==> src/core/bus_port_map.vh <==
// Purpose: constants for the host-side controller of the peripheral bus port
// Assumes: mclk at 100 MHz; software reaches the controller over Avalon-MM
// Notes: register offsets 0, 4, 8 and c are byte addresses of 32-bit words; status sits at offset 1
//
// Contract
// - 8-bit bus: program reads use program_fetch_n; hosts without it hold high.
// - top address pin may be chip select; host drives it inactive when idle.
// - standard variant reset polarity selectable; host holds it at least 100 ns.
// - low-voltage variant reset active low, 500 ns held, then 500 ns quiet.
// - non-multiplexed host connects low data lines to the first general port.
`ifndef BUS_PORT_MAP_VH
`define BUS_PORT_MAP_VH

`define REG_CTRL 4'h0
`define REG_ADDR 4'h4
`define REG_WDATA 4'h8
`define REG_RDATA 4'hc
`define REG_STATUS 4'h1

`define CTRL_GO 0
`define CTRL_WRITE 1
`define CTRL_FETCH 2
`define CTRL_MUXED 3
`define CTRL_WIDE 4
`define CTRL_RWDIR 5
`define CTRL_ALEHI 6
`define CTRL_RSTHI 7
`define CTRL_LOWV 8
`define CTRL_CSUSE 9
`define CTRL_RESET 10
`define CTRL_TOPADDR 11
`define CTRL_STROBE 12
`define CTRL_RESET_VAL 16'h0000

`define ST_BUSY 0
`define ST_RSTBUSY 1

`define T_CLK_NS 10
`define T_RST_STD_NS 100
`define T_RST_LV_NS 500
`define T_QUIET_LV_NS 500
// counts are the ns figures above over the clock period, rounded up;
// plain numbers so they can follow a sized prefix
`define N_RST_STD 10
`define N_RST_LV 50
`define N_QUIET_LV 50
`define N_SETUP 2
`define N_STROBE 4

`endif

==> src/core/pulse_timer.v <==
// Purpose: one-shot down counter for phase timing
// Assumes: load takes priority over counting
// Notes: done is high while the count is zero
`timescale 1ns/1ps
module pulse_timer (
    input wire mclk,
    input wire rst,
    input wire load,
    input wire [7:0] count,
    output wire done
);
    reg [7:0] cnt_q;
    always @(posedge mclk or posedge rst) begin
        if (rst) begin
            cnt_q <= 8'h00;
        end else if (load) begin
            cnt_q <= count;
        end else if (cnt_q != 8'h00) begin
            cnt_q <= cnt_q - 8'h01;
        end
    end
    assign done = (cnt_q == 8'h00);
endmodule

==> src/core/sync2.v <==
// Purpose: two-flop synchroniser for pin inputs
// Assumes: input is asynchronous to mclk
// Notes: first stage is read by the second only
`timescale 1ns/1ps
module sync2 #(
    parameter W = 16
) (
    input wire mclk,
    input wire rst,
    input wire [W-1:0] din,
    output reg [W-1:0] dout
);
    reg [W-1:0] meta_q;
    always @(posedge mclk or posedge rst) begin
        if (rst) begin
            meta_q <= {W{1'b0}};
            dout <= {W{1'b0}};
        end else begin
            meta_q <= din;
            dout <= meta_q;
        end
    end
endmodule

==> src/core/bus_port_host.v <==
// Purpose: host controller driving the peripheral's bus pins from Avalon-MM orders
// Assumes: device is clockless; all timing comes from this controller
// Notes: one bus cycle per order, none when the reset bit is set in the same order; reset sequence runs on the reset control bit
//
// The register offsets and the Avalon-MM interface to the registers are this design's own decisions.
`timescale 1ns/1ps
`include "bus_port_map.vh"
module bus_port_host (
    input wire mclk,
    input wire rst,
    input wire [3:0] avsAddress,
    input wire avsRead,
    input wire avsWrite,
    input wire [31:0] avsWriteData,
    output reg [31:0] avsReadData,
    output wire avsWaitRequest,
    output reg [15:0] busAddrOut,
    output reg [15:0] busDataOut,
    output reg busDataLowOe,
    output reg busDataHighOe,
    input wire [15:0] busDataIn,
    output reg portDataOut,
    output reg address_latch_pulse,
    output reg readPin,
    output reg writePin,
    output reg program_fetch_n,
    output reg upper_byte_enable_n,
    output reg top_address_input,
    output reg resetPin
);
    localparam S_IDLE = 3'd0;
    localparam S_ALE = 3'd1;
    localparam S_SETUP = 3'd2;
    localparam S_STROBE = 3'd3;
    localparam S_HOLD = 3'd4;
    localparam S_RST = 3'd5;
    localparam S_QUIET = 3'd6;

    reg [15:0] ctrl_q;
    reg [15:0] addr_q;
    reg [15:0] wdata_q;
    reg [15:0] rdata_q;
    reg [2:0] state_q;
    // high in the cycle where read data already stands in avsReadData
    reg readDone_q;
    reg loadTimer;
    reg [7:0] loadCount;
    wire timerDone;
    wire [15:0] dataSync;

    wire muxed = ctrl_q[`CTRL_MUXED];
    wire wide = ctrl_q[`CTRL_WIDE];
    wire isWrite = ctrl_q[`CTRL_WRITE];
    wire lowV = ctrl_q[`CTRL_LOWV];
    wire aleIdle = ~ctrl_q[`CTRL_ALEHI];
    wire rstActive = lowV ? 1'b0 : ctrl_q[`CTRL_RSTHI];
    wire busy = (state_q != S_IDLE);

    pulse_timer timer (
        .mclk(mclk),
        .rst(rst),
        .load(loadTimer),
        .count(loadCount),
        .done(timerDone)
    );

    sync2 #(.W(16)) dataSyncer (
        .mclk(mclk),
        .rst(rst),
        .din(busDataIn),
        .dout(dataSync)
    );

    // bus writes only accepted while idle; avoids changing pins mid-cycle
    // reads wait one cycle so the data stand at the edge that ends the wait
    assign avsWaitRequest = (avsWrite & busy) | (avsRead & ~readDone_q);

    always @(posedge mclk or posedge rst) begin
        if (rst) begin
            ctrl_q <= `CTRL_RESET_VAL;
            addr_q <= 16'h0000;
            wdata_q <= 16'h0000;
        end else if (avsWrite && !busy) begin
            case (avsAddress)
                `REG_CTRL: ctrl_q <= avsWriteData[15:0];
                `REG_ADDR: addr_q <= avsWriteData[15:0];
                `REG_WDATA: wdata_q <= avsWriteData[15:0];
                default: ctrl_q <= ctrl_q;
            endcase
        end else if (state_q == S_IDLE) begin
            ctrl_q <= ctrl_q;
        end else begin
            ctrl_q[`CTRL_GO] <= 1'b0;
            ctrl_q[`CTRL_RESET] <= 1'b0;
        end
    end

    always @(posedge mclk or posedge rst) begin
        if (rst) begin
            avsReadData <= 32'h00000000;
            readDone_q <= 1'b0;
        end else begin
            readDone_q <= avsRead & ~readDone_q;
            if (avsRead && !readDone_q) begin
                case (avsAddress)
                    `REG_CTRL: avsReadData <= {16'h0000, ctrl_q};
                    `REG_ADDR: avsReadData <= {16'h0000, addr_q};
                    `REG_WDATA: avsReadData <= {16'h0000, wdata_q};
                    `REG_RDATA: avsReadData <= {16'h0000, rdata_q};
                    default: avsReadData <= 32'h00000000;
                endcase
                if (avsAddress == `REG_STATUS) begin
                    avsReadData <= {30'h00000000, state_q == S_RST || state_q == S_QUIET, busy};
                end
            end
        end
    end

    always @* begin
        loadTimer = 1'b0;
        loadCount = 8'h00;
        case (state_q)
            S_IDLE: begin
                loadTimer = 1'b1;
                loadCount = ctrl_q[`CTRL_RESET] ?
                    (lowV ? 8'd`N_RST_LV : 8'd`N_RST_STD) : 8'd`N_SETUP;
            end
            S_ALE: begin
                loadTimer = timerDone;
                loadCount = 8'd`N_SETUP;
            end
            S_SETUP: begin
                loadTimer = timerDone;
                loadCount = 8'd`N_STROBE;
            end
            S_STROBE: begin
                loadTimer = timerDone;
                loadCount = 8'd`N_SETUP;
            end
            S_RST: begin
                loadTimer = timerDone;
                loadCount = 8'd`N_QUIET_LV;
            end
            default: begin
                loadTimer = 1'b0;
                loadCount = 8'h00;
            end
        endcase
    end

    always @(posedge mclk or posedge rst) begin
        if (rst) begin
            state_q <= S_IDLE;
            rdata_q <= 16'h0000;
            busAddrOut <= 16'h0000;
            busDataOut <= 16'h0000;
            busDataLowOe <= 1'b0;
            busDataHighOe <= 1'b0;
            portDataOut <= 1'b0;
            address_latch_pulse <= 1'b0;
            readPin <= 1'b1;
            writePin <= 1'b1;
            program_fetch_n <= 1'b1;
            upper_byte_enable_n <= 1'b1;
            top_address_input <= 1'b1;
            resetPin <= 1'b1;
        end else begin
            case (state_q)
                S_IDLE: begin
                    resetPin <= ~rstActive;
                    address_latch_pulse <= aleIdle;
                    // every strobe form idles high, so the device sees no access
                    readPin <= 1'b1;
                    writePin <= 1'b1;
                    program_fetch_n <= 1'b1;
                    upper_byte_enable_n <= 1'b1;
                    busDataLowOe <= 1'b0;
                    busDataHighOe <= 1'b0;
                    portDataOut <= 1'b0;
                    // chip select parked inactive to keep device in standby
                    // otherwise the pin is a plain logic level
                    top_address_input <= ctrl_q[`CTRL_CSUSE] ? 1'b1 : ctrl_q[`CTRL_TOPADDR];
                    if (ctrl_q[`CTRL_RESET]) begin
                        resetPin <= rstActive;
                        state_q <= S_RST;
                    end else if (ctrl_q[`CTRL_GO]) begin
                        busAddrOut <= addr_q;
                        if (ctrl_q[`CTRL_CSUSE]) begin
                            top_address_input <= 1'b0;
                        end
                        upper_byte_enable_n <= ~wide;
                        if (muxed) begin
                            address_latch_pulse <= ~aleIdle;
                            busDataLowOe <= 1'b1;
                            busDataHighOe <= wide;
                            busDataOut <= addr_q;
                            state_q <= S_ALE;
                        end else begin
                            // latch pin left idle as plain logic input
                            state_q <= S_SETUP;
                        end
                    end
                end
                S_ALE: begin
                    if (timerDone) begin
                        // trailing edge captures address and byte enable
                        address_latch_pulse <= aleIdle;
                        state_q <= S_SETUP;
                    end
                end
                S_SETUP: begin
                    if (timerDone) begin
                        busDataOut <= wdata_q;
                        busDataLowOe <= isWrite;
                        busDataHighOe <= isWrite & wide;
                        portDataOut <= isWrite & ~muxed;
                        if (ctrl_q[`CTRL_RWDIR]) begin
                            // direction level, read pin then acts as the strobe
                            writePin <= ~isWrite;
                            readPin <= 1'b0;
                        end else if (isWrite) begin
                            writePin <= 1'b0;
                        end else if (ctrl_q[`CTRL_FETCH] && !wide) begin
                            program_fetch_n <= 1'b0;
                        end else begin
                            // read and data strobe forms share one low pulse
                            readPin <= 1'b0;
                        end
                        state_q <= S_STROBE;
                    end
                end
                S_STROBE: begin
                    if (timerDone) begin
                        if (!isWrite) begin
                            rdata_q <= wide ? dataSync : {8'h00, dataSync[7:0]};
                        end
                        readPin <= 1'b1;
                        writePin <= 1'b1;
                        program_fetch_n <= 1'b1;
                        state_q <= S_HOLD;
                    end
                end
                S_HOLD: begin
                    // inputs held steady so the device can idle on latched outputs
                    if (timerDone) begin
                        busDataLowOe <= 1'b0;
                        busDataHighOe <= 1'b0;
                        portDataOut <= 1'b0;
                        upper_byte_enable_n <= 1'b1;
                        state_q <= S_IDLE;
                    end
                end
                S_RST: begin
                    if (timerDone) begin
                        resetPin <= ~rstActive;
                        state_q <= lowV ? S_QUIET : S_IDLE;
                    end
                end
                S_QUIET: begin
                    if (timerDone) begin
                        state_q <= S_IDLE;
                    end
                end
                default: state_q <= S_IDLE;
            endcase
        end
    end
endmodule

==> config.mk <==
export PLATFORM = sky130hd
export DESIGN_NAME = bus_port_host
export DESIGN_NICKNAME = d
export VERILOG_FILES = /design/src/core/pulse_timer.v /design/src/core/sync2.v /design/src/core/bus_port_host.v
export VERILOG_INCLUDE_DIRS = /design/src /design/src/core
export SDC_FILE = /design/constraint.sdc
export NUM_CORES = 1
export LEC_CHECK = 0
export ABC_AREA = 1
export BUFFER_PORTS_ARGS = -buffer_cell sky130_fd_sc_hd__buf_2
export CORE_UTILIZATION = 45
export CTS_BUF_LIST = sky130_fd_sc_hd__clkbuf_2
export DETAILED_ROUTE_END_ITERATION = 7
export MAX_ROUTING_LAYER = met4
export PLACE_DENSITY_LB_ADDON = 0.25
export SYNTH_ARGS = -nofsm -noshare
export SYNTH_HDL_FRONTEND = slang
export SYNTH_SLANG_ARGS = --single-unit
==> constraint.sdc <==
create_clock -name mclk -period 6.1 [get_ports mclk]
set_input_delay 0.61 -clock mclk [delete_from_list [all_inputs] [get_ports mclk]]
set_output_delay 0.61 -clock mclk [all_outputs]
set_load 0.005 [all_outputs]
## After elaboration in Yosys (flattened, before gate mapping)

Index checks and enable logic that the tools add are counted.

| storage, ports and cells | value |
|---|---|
| register bits | 182 |
| bits in latches | 0 |
| bits in writable memories | 0 |
| memory bits (read-only) | 0 |
| bits of input ports | 56 |
| output and inout port bits | 75 |
| logic and storage cells | 172 |
| memories | 0 |

| cells by class | value |
|---|---|
| add/subtract/negate cells | 1 |
| $mul | 0 |
| divide/modulo/power cells | 0 |
| magnitude comparators | 0 |
| equality and inequality tests | 28 |
| shift-type cells | 0 |
| mux-type cells | 71 |
| bitwise logic cells | 12 |
| reductions and logical operators | 37 |

Operators by type and width:

| operator | number |
|---|---|
| $mux 16 | 5 |
| $pmux 16 s4 | 1 |
| $mux 1 | 36 |
| $mux 32 | 1 |
| $pmux 16 s2 | 1 |
| $mux 3 | 8 |
| $pmux 6 s4 | 1 |
| $mux 11 | 2 |
| $pmux 1 s3 | 6 |
| $pmux 3 s6 | 1 |
| $mux 8 | 2 |
| $ne 2x1->1 const B | 7 |
| $ne 2x2->1 const B | 7 |
| $reduce_and 2->1 | 7 |
| $mux 6 | 2 |
| $ne 3x3->1 const B | 4 |
| $reduce_and 6->1 | 2 |
| $reduce_and 5->1 | 2 |
| $reduce_bool 2->1 | 5 |
| $eq 3x3->1 const B | 3 |
| $reduce_and 3->1 | 3 |
| $reduce_bool 3->1 | 3 |
| $eq 4x4->1 const B | 2 |
| $logic_not 8->1 | 1 |
| other kinds (19) | 37 |

## Longest topological paths before layout

| logic depth | value |
|---|---|
| depth after elaboration | 7 |
| depth in mapped cells | 10 |
| gate-level depth less buffers | 9 |

## Modules after synthesis

From an unflattened synthesis, not the netlist that was laid out.

| unflattened totals | value |
|---|---|
| cell total of the unflattened synthesis | 879 |
| area total of the unflattened synthesis | 7395.8 um2 |

By module, submodules not included:

| module | times used | cells each | area each (um2) | sequential area each (um2) |
|---|---|---|---|---|
| bus_port_host | 1 | 775 | 6060.8 | 3160.5 |
| sync2 | 1 | 33 | 804.5 | 800.8 |
| pulse_timer | 1 | 71 | 530.5 | 200.2 |

## Worst setup path before layout

OpenSTA, ideal clock, no wires.

| timing | value |
|---|---|
| path type | input to output |
| start point | in avsRead |
| end point | out avsWaitRequest |
| data arrival time | 1331 ps |
| required time | 5490 ps |
| setup slack | 4159 ps |
| cell stages on the path | 5 |
| buffers on the path | 1 |
| cell sequence | inv_1 nor2_4 clkinv_1 clkbuf_1 nand2_1 |

| between the ends | value |
|---|---|
| cells in the longest elaborated chain, start to end | 2 |

Ends and longest elaborated chain:

| item | line | source |
|---|---|---|
| from (decl) | bus_port_host.v:12 | `input wire avsRead,` |
| $and 1x1->1 | bus_port_host.v:76 | `assign avsWaitRequest = (avsWrite & busy) \| (avsRead & ~readDone_q);` |
| $or 1x1->1 | bus_port_host.v:76 |  |
| to (decl) | bus_port_host.v:16 | `output wire avsWaitRequest,` |

No other way between the ends.

## Worst setup path in the final report

| timing | value |
|---|---|
| start point | reg readDone_q |
| end point | out avsWaitRequest |

| between the ends | value |
|---|---|
| cells in the longest elaborated chain, start to end | 3 |

Ends and longest elaborated chain:

| item | line | source |
|---|---|---|
| from (decl) | bus_port_host.v:45 | `reg readDone_q;` |
| from (signal assigned) | bus_port_host.v:103 | `readDone_q <= avsRead & ~readDone_q;` |
| $not 1->1 | bus_port_host.v:76 |  |
| $and 1x1->1 | bus_port_host.v:76 |  |
| $or 1x1->1 | bus_port_host.v:76 |  |

No other way between the ends.

==> run_summary.xml <==
<?xml version="1.0" encoding="UTF-8"?>
<metrics>
  <group name="setup_path">
    <metric name="reg2reg_depth" unit="">7</metric>
    <metric name="cp-end-kind" unit="">primary output</metric>
    <metric name="crit_family" unit="">buffers and inverters</metric>
    <metric name="startpoint_to_endpoint_class_of_the_critical_path" unit="">reg -&gt; out</metric>
    <metric name="timing.rr.end" unit="">busDataOut[11]</metric>
    <metric name="reg2reg_from" unit="">state_q[2]</metric>
    <metric name="cp.buffers_inverters" unit="">2</metric>
    <metric name="critical-path-slowest-cell" unit="">clkinv_1</metric>
    <metric name="max_stage_delay" unit="ns">0.54</metric>
    <metric name="critical_path_required" unit="ns">5.49</metric>
    <metric name="worst_path_cell_chain" unit="">nor2_4 &gt; clkinv_1 &gt; nand2_1 &gt; buf_2</metric>
    <metric name="crit_path_start_kind" unit="">flip-flop</metric>
    <metric name="critPathMaxFanout" unit="">19</metric>
    <metric name="r2r_slack" unit="ns">3.81</metric>
    <metric name="critical_path_arrival" unit="ns">2.30</metric>
  </group>
  <group name="logic_synthesis">
    <metric name="syn_area" unit="sq um">7170</metric>
    <metric name="edff_count_synth" unit="">0</metric>
    <metric name="synth_sequential_area_ratio" unit="%">58.0</metric>
    <metric name="yosys.area_share.xor_xnor" unit="%">0.610</metric>
    <metric name="adder_cell_fraction_of_synth_area" unit="%">0.349</metric>
    <metric name="syn_inst" unit="">822</metric>
    <metric name="complex_gate_fraction_of_the_synthesized_area" unit="%">13.4</metric>
    <metric name="synth.ff_latch_count" unit="">166</metric>
    <metric name="synthFlopType" unit="">dfrtp_1</metric>
    <metric name="synth.area.mux_share" unit="%">0</metric>
    <metric name="synthArstFlopShare" unit="%">100</metric>
    <metric name="synth.yosys.warnings" unit="">0</metric>
    <metric name="combinational_family_with_the_most_area_after_synthesis" unit="">simple AND/OR/NAND/NOR gates</metric>
    <metric name="synth.distinct_cells" unit="">31</metric>
    <metric name="syn_area_per_cell" unit="sq um">8.73</metric>
    <metric name="yosys.area_share.simple" unit="%">18.4</metric>
  </group>
  <group name="global_route">
    <metric name="grt_pass1_vias" unit="">5297</metric>
    <metric name="grt_antenna_before_repair" unit="">1</metric>
    <metric name="grt_first_pass_wirelength" unit="um">26900</metric>
    <metric name="grt_max_degree" unit="">116</metric>
    <metric name="grt_usage" unit="%">22.6</metric>
    <metric name="grt-ovfl-total" unit="">0</metric>
  </group>
  <group name="pwr">
    <metric name="power.share.sequential" unit="%">49.0</metric>
    <metric name="power_switching" unit="mW">1.33</metric>
    <metric name="power.internal" unit="mW">2.03</metric>
    <metric name="p_leak" unit="nW">4.16</metric>
    <metric name="netSwitchingFraction" unit="%">39.5</metric>
    <metric name="irDropWorstVdd" unit="V">0.000193</metric>
    <metric name="cellPowerDensity" unit="nW/um^2">414</metric>
    <metric name="clock_network_fraction_of_total_power" unit="%">17.9</metric>
    <metric name="proportion_of_power_drawn_by_combinational_gates" unit="%">33.0</metric>
  </group>
  <group name="worst_hold_path">
    <metric name="worstHoldPathType" unit="">in -&gt; async</metric>
  </group>
  <group name="timing">
    <metric name="totalNegativeSetupSlack" unit="ns">0</metric>
    <metric name="layout_worst_path_cycle_share" unit="%">47.8</metric>
    <metric name="setup_repair_after_global_routing_missed_its_margin" unit="">false</metric>
    <metric name="worst_slew_margin_rel" unit="%">33.1</metric>
    <metric name="worst-slew-pin-transition" unit="ns">1.00</metric>
    <metric name="setup_viol" unit="">0</metric>
    <metric name="hold_viol_final" unit="">0</metric>
    <metric name="fin_worst_skew" unit="ns">0.0470</metric>
    <metric name="fmax" unit="MHz">343</metric>
    <metric name="setup_ws" unit="ns">3.19</metric>
    <metric name="slew_viol_final" unit="">0</metric>
    <metric name="finalCriticalPeriod" unit="ns">2.91</metric>
  </group>
  <group name="finish">
    <metric name="layout-drive-gt1-share" unit="%">16.6</metric>
    <metric name="layout.cell_area.non_filler" unit="sq um">8110</metric>
    <metric name="syn_to_final_growth" unit="%">13.0</metric>
    <metric name="stdcell_count" unit="">1151</metric>
    <metric name="num-nets-final" unit="">984</metric>
  </group>
  <group name="floorplanning">
    <metric name="fp.dieArea" unit="sq um">16500</metric>
    <metric name="die_height" unit="um">128</metric>
    <metric name="rows" unit="">45</metric>
    <metric name="initial_core_util" unit="%">46.7</metric>
    <metric name="die_x" unit="um">128</metric>
    <metric name="num_io_pins" unit="">131</metric>
    <metric name="core_area" unit="sq um">15400</metric>
  </group>
  <group name="routing">
    <metric name="drt-vias-per-instance" unit="">4.88</metric>
    <metric name="drc_errors" unit="">0</metric>
    <metric name="route.final.wire_length" unit="um">16900</metric>
    <metric name="wire_per_inst" unit="um">14.7</metric>
    <metric name="detail_route.iter0.violations" unit="">388</metric>
    <metric name="drt-pass1-iter-count" unit="">6</metric>
    <metric name="vias" unit="">5620</metric>
    <metric name="ant_nets" unit="">0</metric>
  </group>
  <group name="job">
    <metric name="max-cap-violations" unit="">0</metric>
  </group>
  <group name="place">
    <metric name="dp.final_hpwl" unit="um">11900</metric>
    <metric name="placed_cells" unit="">1102</metric>
    <metric name="placement.setup.worst_slack" unit="ns">3.55</metric>
    <metric name="portBuffers" unit="">98</metric>
    <metric name="gpl.final_weighted_congestion" unit="">0.874</metric>
    <metric name="placedInstanceArea" unit="sq um">7710</metric>
  </group>
  <group name="clocking">
    <metric name="h_tree_depth" unit="">4</metric>
    <metric name="ctsRootBufferMaster" unit="">clkbuf_2</metric>
    <metric name="clockBufferDepth" unit="">2</metric>
    <metric name="insertion_delay" unit="ns">0.76</metric>
    <metric name="cts_made_buffers" unit="">17</metric>
    <metric name="cts_sinks" unit="">166</metric>
    <metric name="cts_tree" unit="">done</metric>
    <metric name="worst_setup_hold_path_clk_slew" unit="ns">0.22</metric>
  </group>
  <group name="status">
    <metric name="status" unit="">finished, final reports clean</metric>
  </group>
</metrics>
flip-flops by register name (all words and copies together) (netlist names), 3 cells and up:
name	count
addr_q	16
avsReadData	16
busAddrOut	16
busDataOut	16
ctrl_q	16
dataSyncer.dout	16
dataSyncer.meta_q	16
rdata_q	16
wdata_q	16
timer.cnt_q	8
state_q	3
cells in the final DEF, fill, tap and decap left out, types with 8 or more instances in the layout:
cell type,n
a21oi_1,13
buf_2,98
clkbuf_2,17
conb_1,16
dfrtp_1,160
dlygate4sd3_1,16
inv_1,91
nand2_1,250
nand3_1,20
nor2_1,31
o21ai_0,144
o21ai_1,14
o22ai_1,8
cells in the mapped netlist (3+ instances only):
| cell | count | area share [%] |
|---|---|---|
| dfrtp_1 | 160 | 56 |
| buf_6 | 5 | 0.78 |
| inv_1 | 92 | 4.8 |
| inv_2 | 3 | 0.16 |
| nand3_1 | 20 | 1.4 |
| o211ai_1 | 5 | 0.52 |
| nor2_1 | 31 | 1.6 |
| nand2_1 | 250 | 13 |
| clkbuf_1 | 13 | 0.68 |
| o21ai_1 | 14 | 0.98 |
| buf_4 | 19 | 2.0 |
| nor2_4 | 7 | 1.1 |
| buf_2 | 8 | 0.56 |
| dfstp_2 | 6 | 2.2 |
| nand4_1 | 3 | 0.26 |
| o21ai_0 | 144 | 10 |
| o22ai_1 | 8 | 0.70 |
| a21oi_1 | 13 | 0.91 |
| xor2_1 | 4 | 0.49 |
final cells by class:
type	count	area (sq um)
fillers	1464	7260
clock buffers	17	85.1
clock inverters	14	150
multi-input cells	528	2410
flip-flops and latches	166	4160
inverters	98	375
repair buffers	115	658
diodes	2	5.00
well taps	211	264
what timing repair did:
item	CTS	global route
buffers inserted	0	0
endpoints found under the hold margin	16	0
resized for setup	0	0
hold buffers	16	0
per-stage QoR:
step                hold slack, ns  total power [mW]  util [%]
global placement             0.333              2.74      50.2
global route               0.00635              3.61      52.8
CTS                         0.0125              3.37      52.7
floorplan                    0.331              2.37         -
detailed placement           0.335              2.77      50.2
finish                      0.0566              3.36      52.8
worst max-delay path by stage:
stage	start	endpoint	cells past startpoint
3_5_place_dp	avsRead	avsWaitRequest	6
5_1_grt	readDone_q	avsWaitRequest	4
3_3_place_gp	avsRead	avsWaitRequest	6
2_1_floorplan	rst	addr_q[0]	1
6_report	readDone_q	avsWaitRequest	4
4_1_cts	readDone_q	avsWaitRequest	4
logic make-up (layout without fill, tap and decap cells):
logic type | after synthesis | count (layout)
flip-flops | 166 | 166
AND/OR/NAND/NOR | 320 | 320
AO/OA/AOI/OAI | 185 | 185
XOR/XNOR | 5 | 5
adder cells (fa/ha/maj) | 2 | 2
other | 1 | 18
buffers and inverters | 143 | 244
per-layer routing:
metal	share of wire (%)	GRT usage (%)	vias up
li1	-	-	2776
met1	47	30.4	2632
met2	44	33.6	188
met3	6.7	5.30	24
met4	2.1	7.89	0
met5	0	-	-
power by group through the flow:
stage | Sequential (mW) | Clock (mW) | Combinational (mW)
6_report | 1.65 | 0.602 | 1.11
3_3_place_gp | 1.66 | 0 | 1.08
3_5_place_dp | 1.67 | 0 | 1.10
4_1_cts | 1.65 | 0.611 | 1.11
5_1_grt | 1.69 | 0.651 | 1.27
2_1_floorplan | 1.63 | 0 | 0.740
No activity file was read; power rests on OpenSTA's default activity.
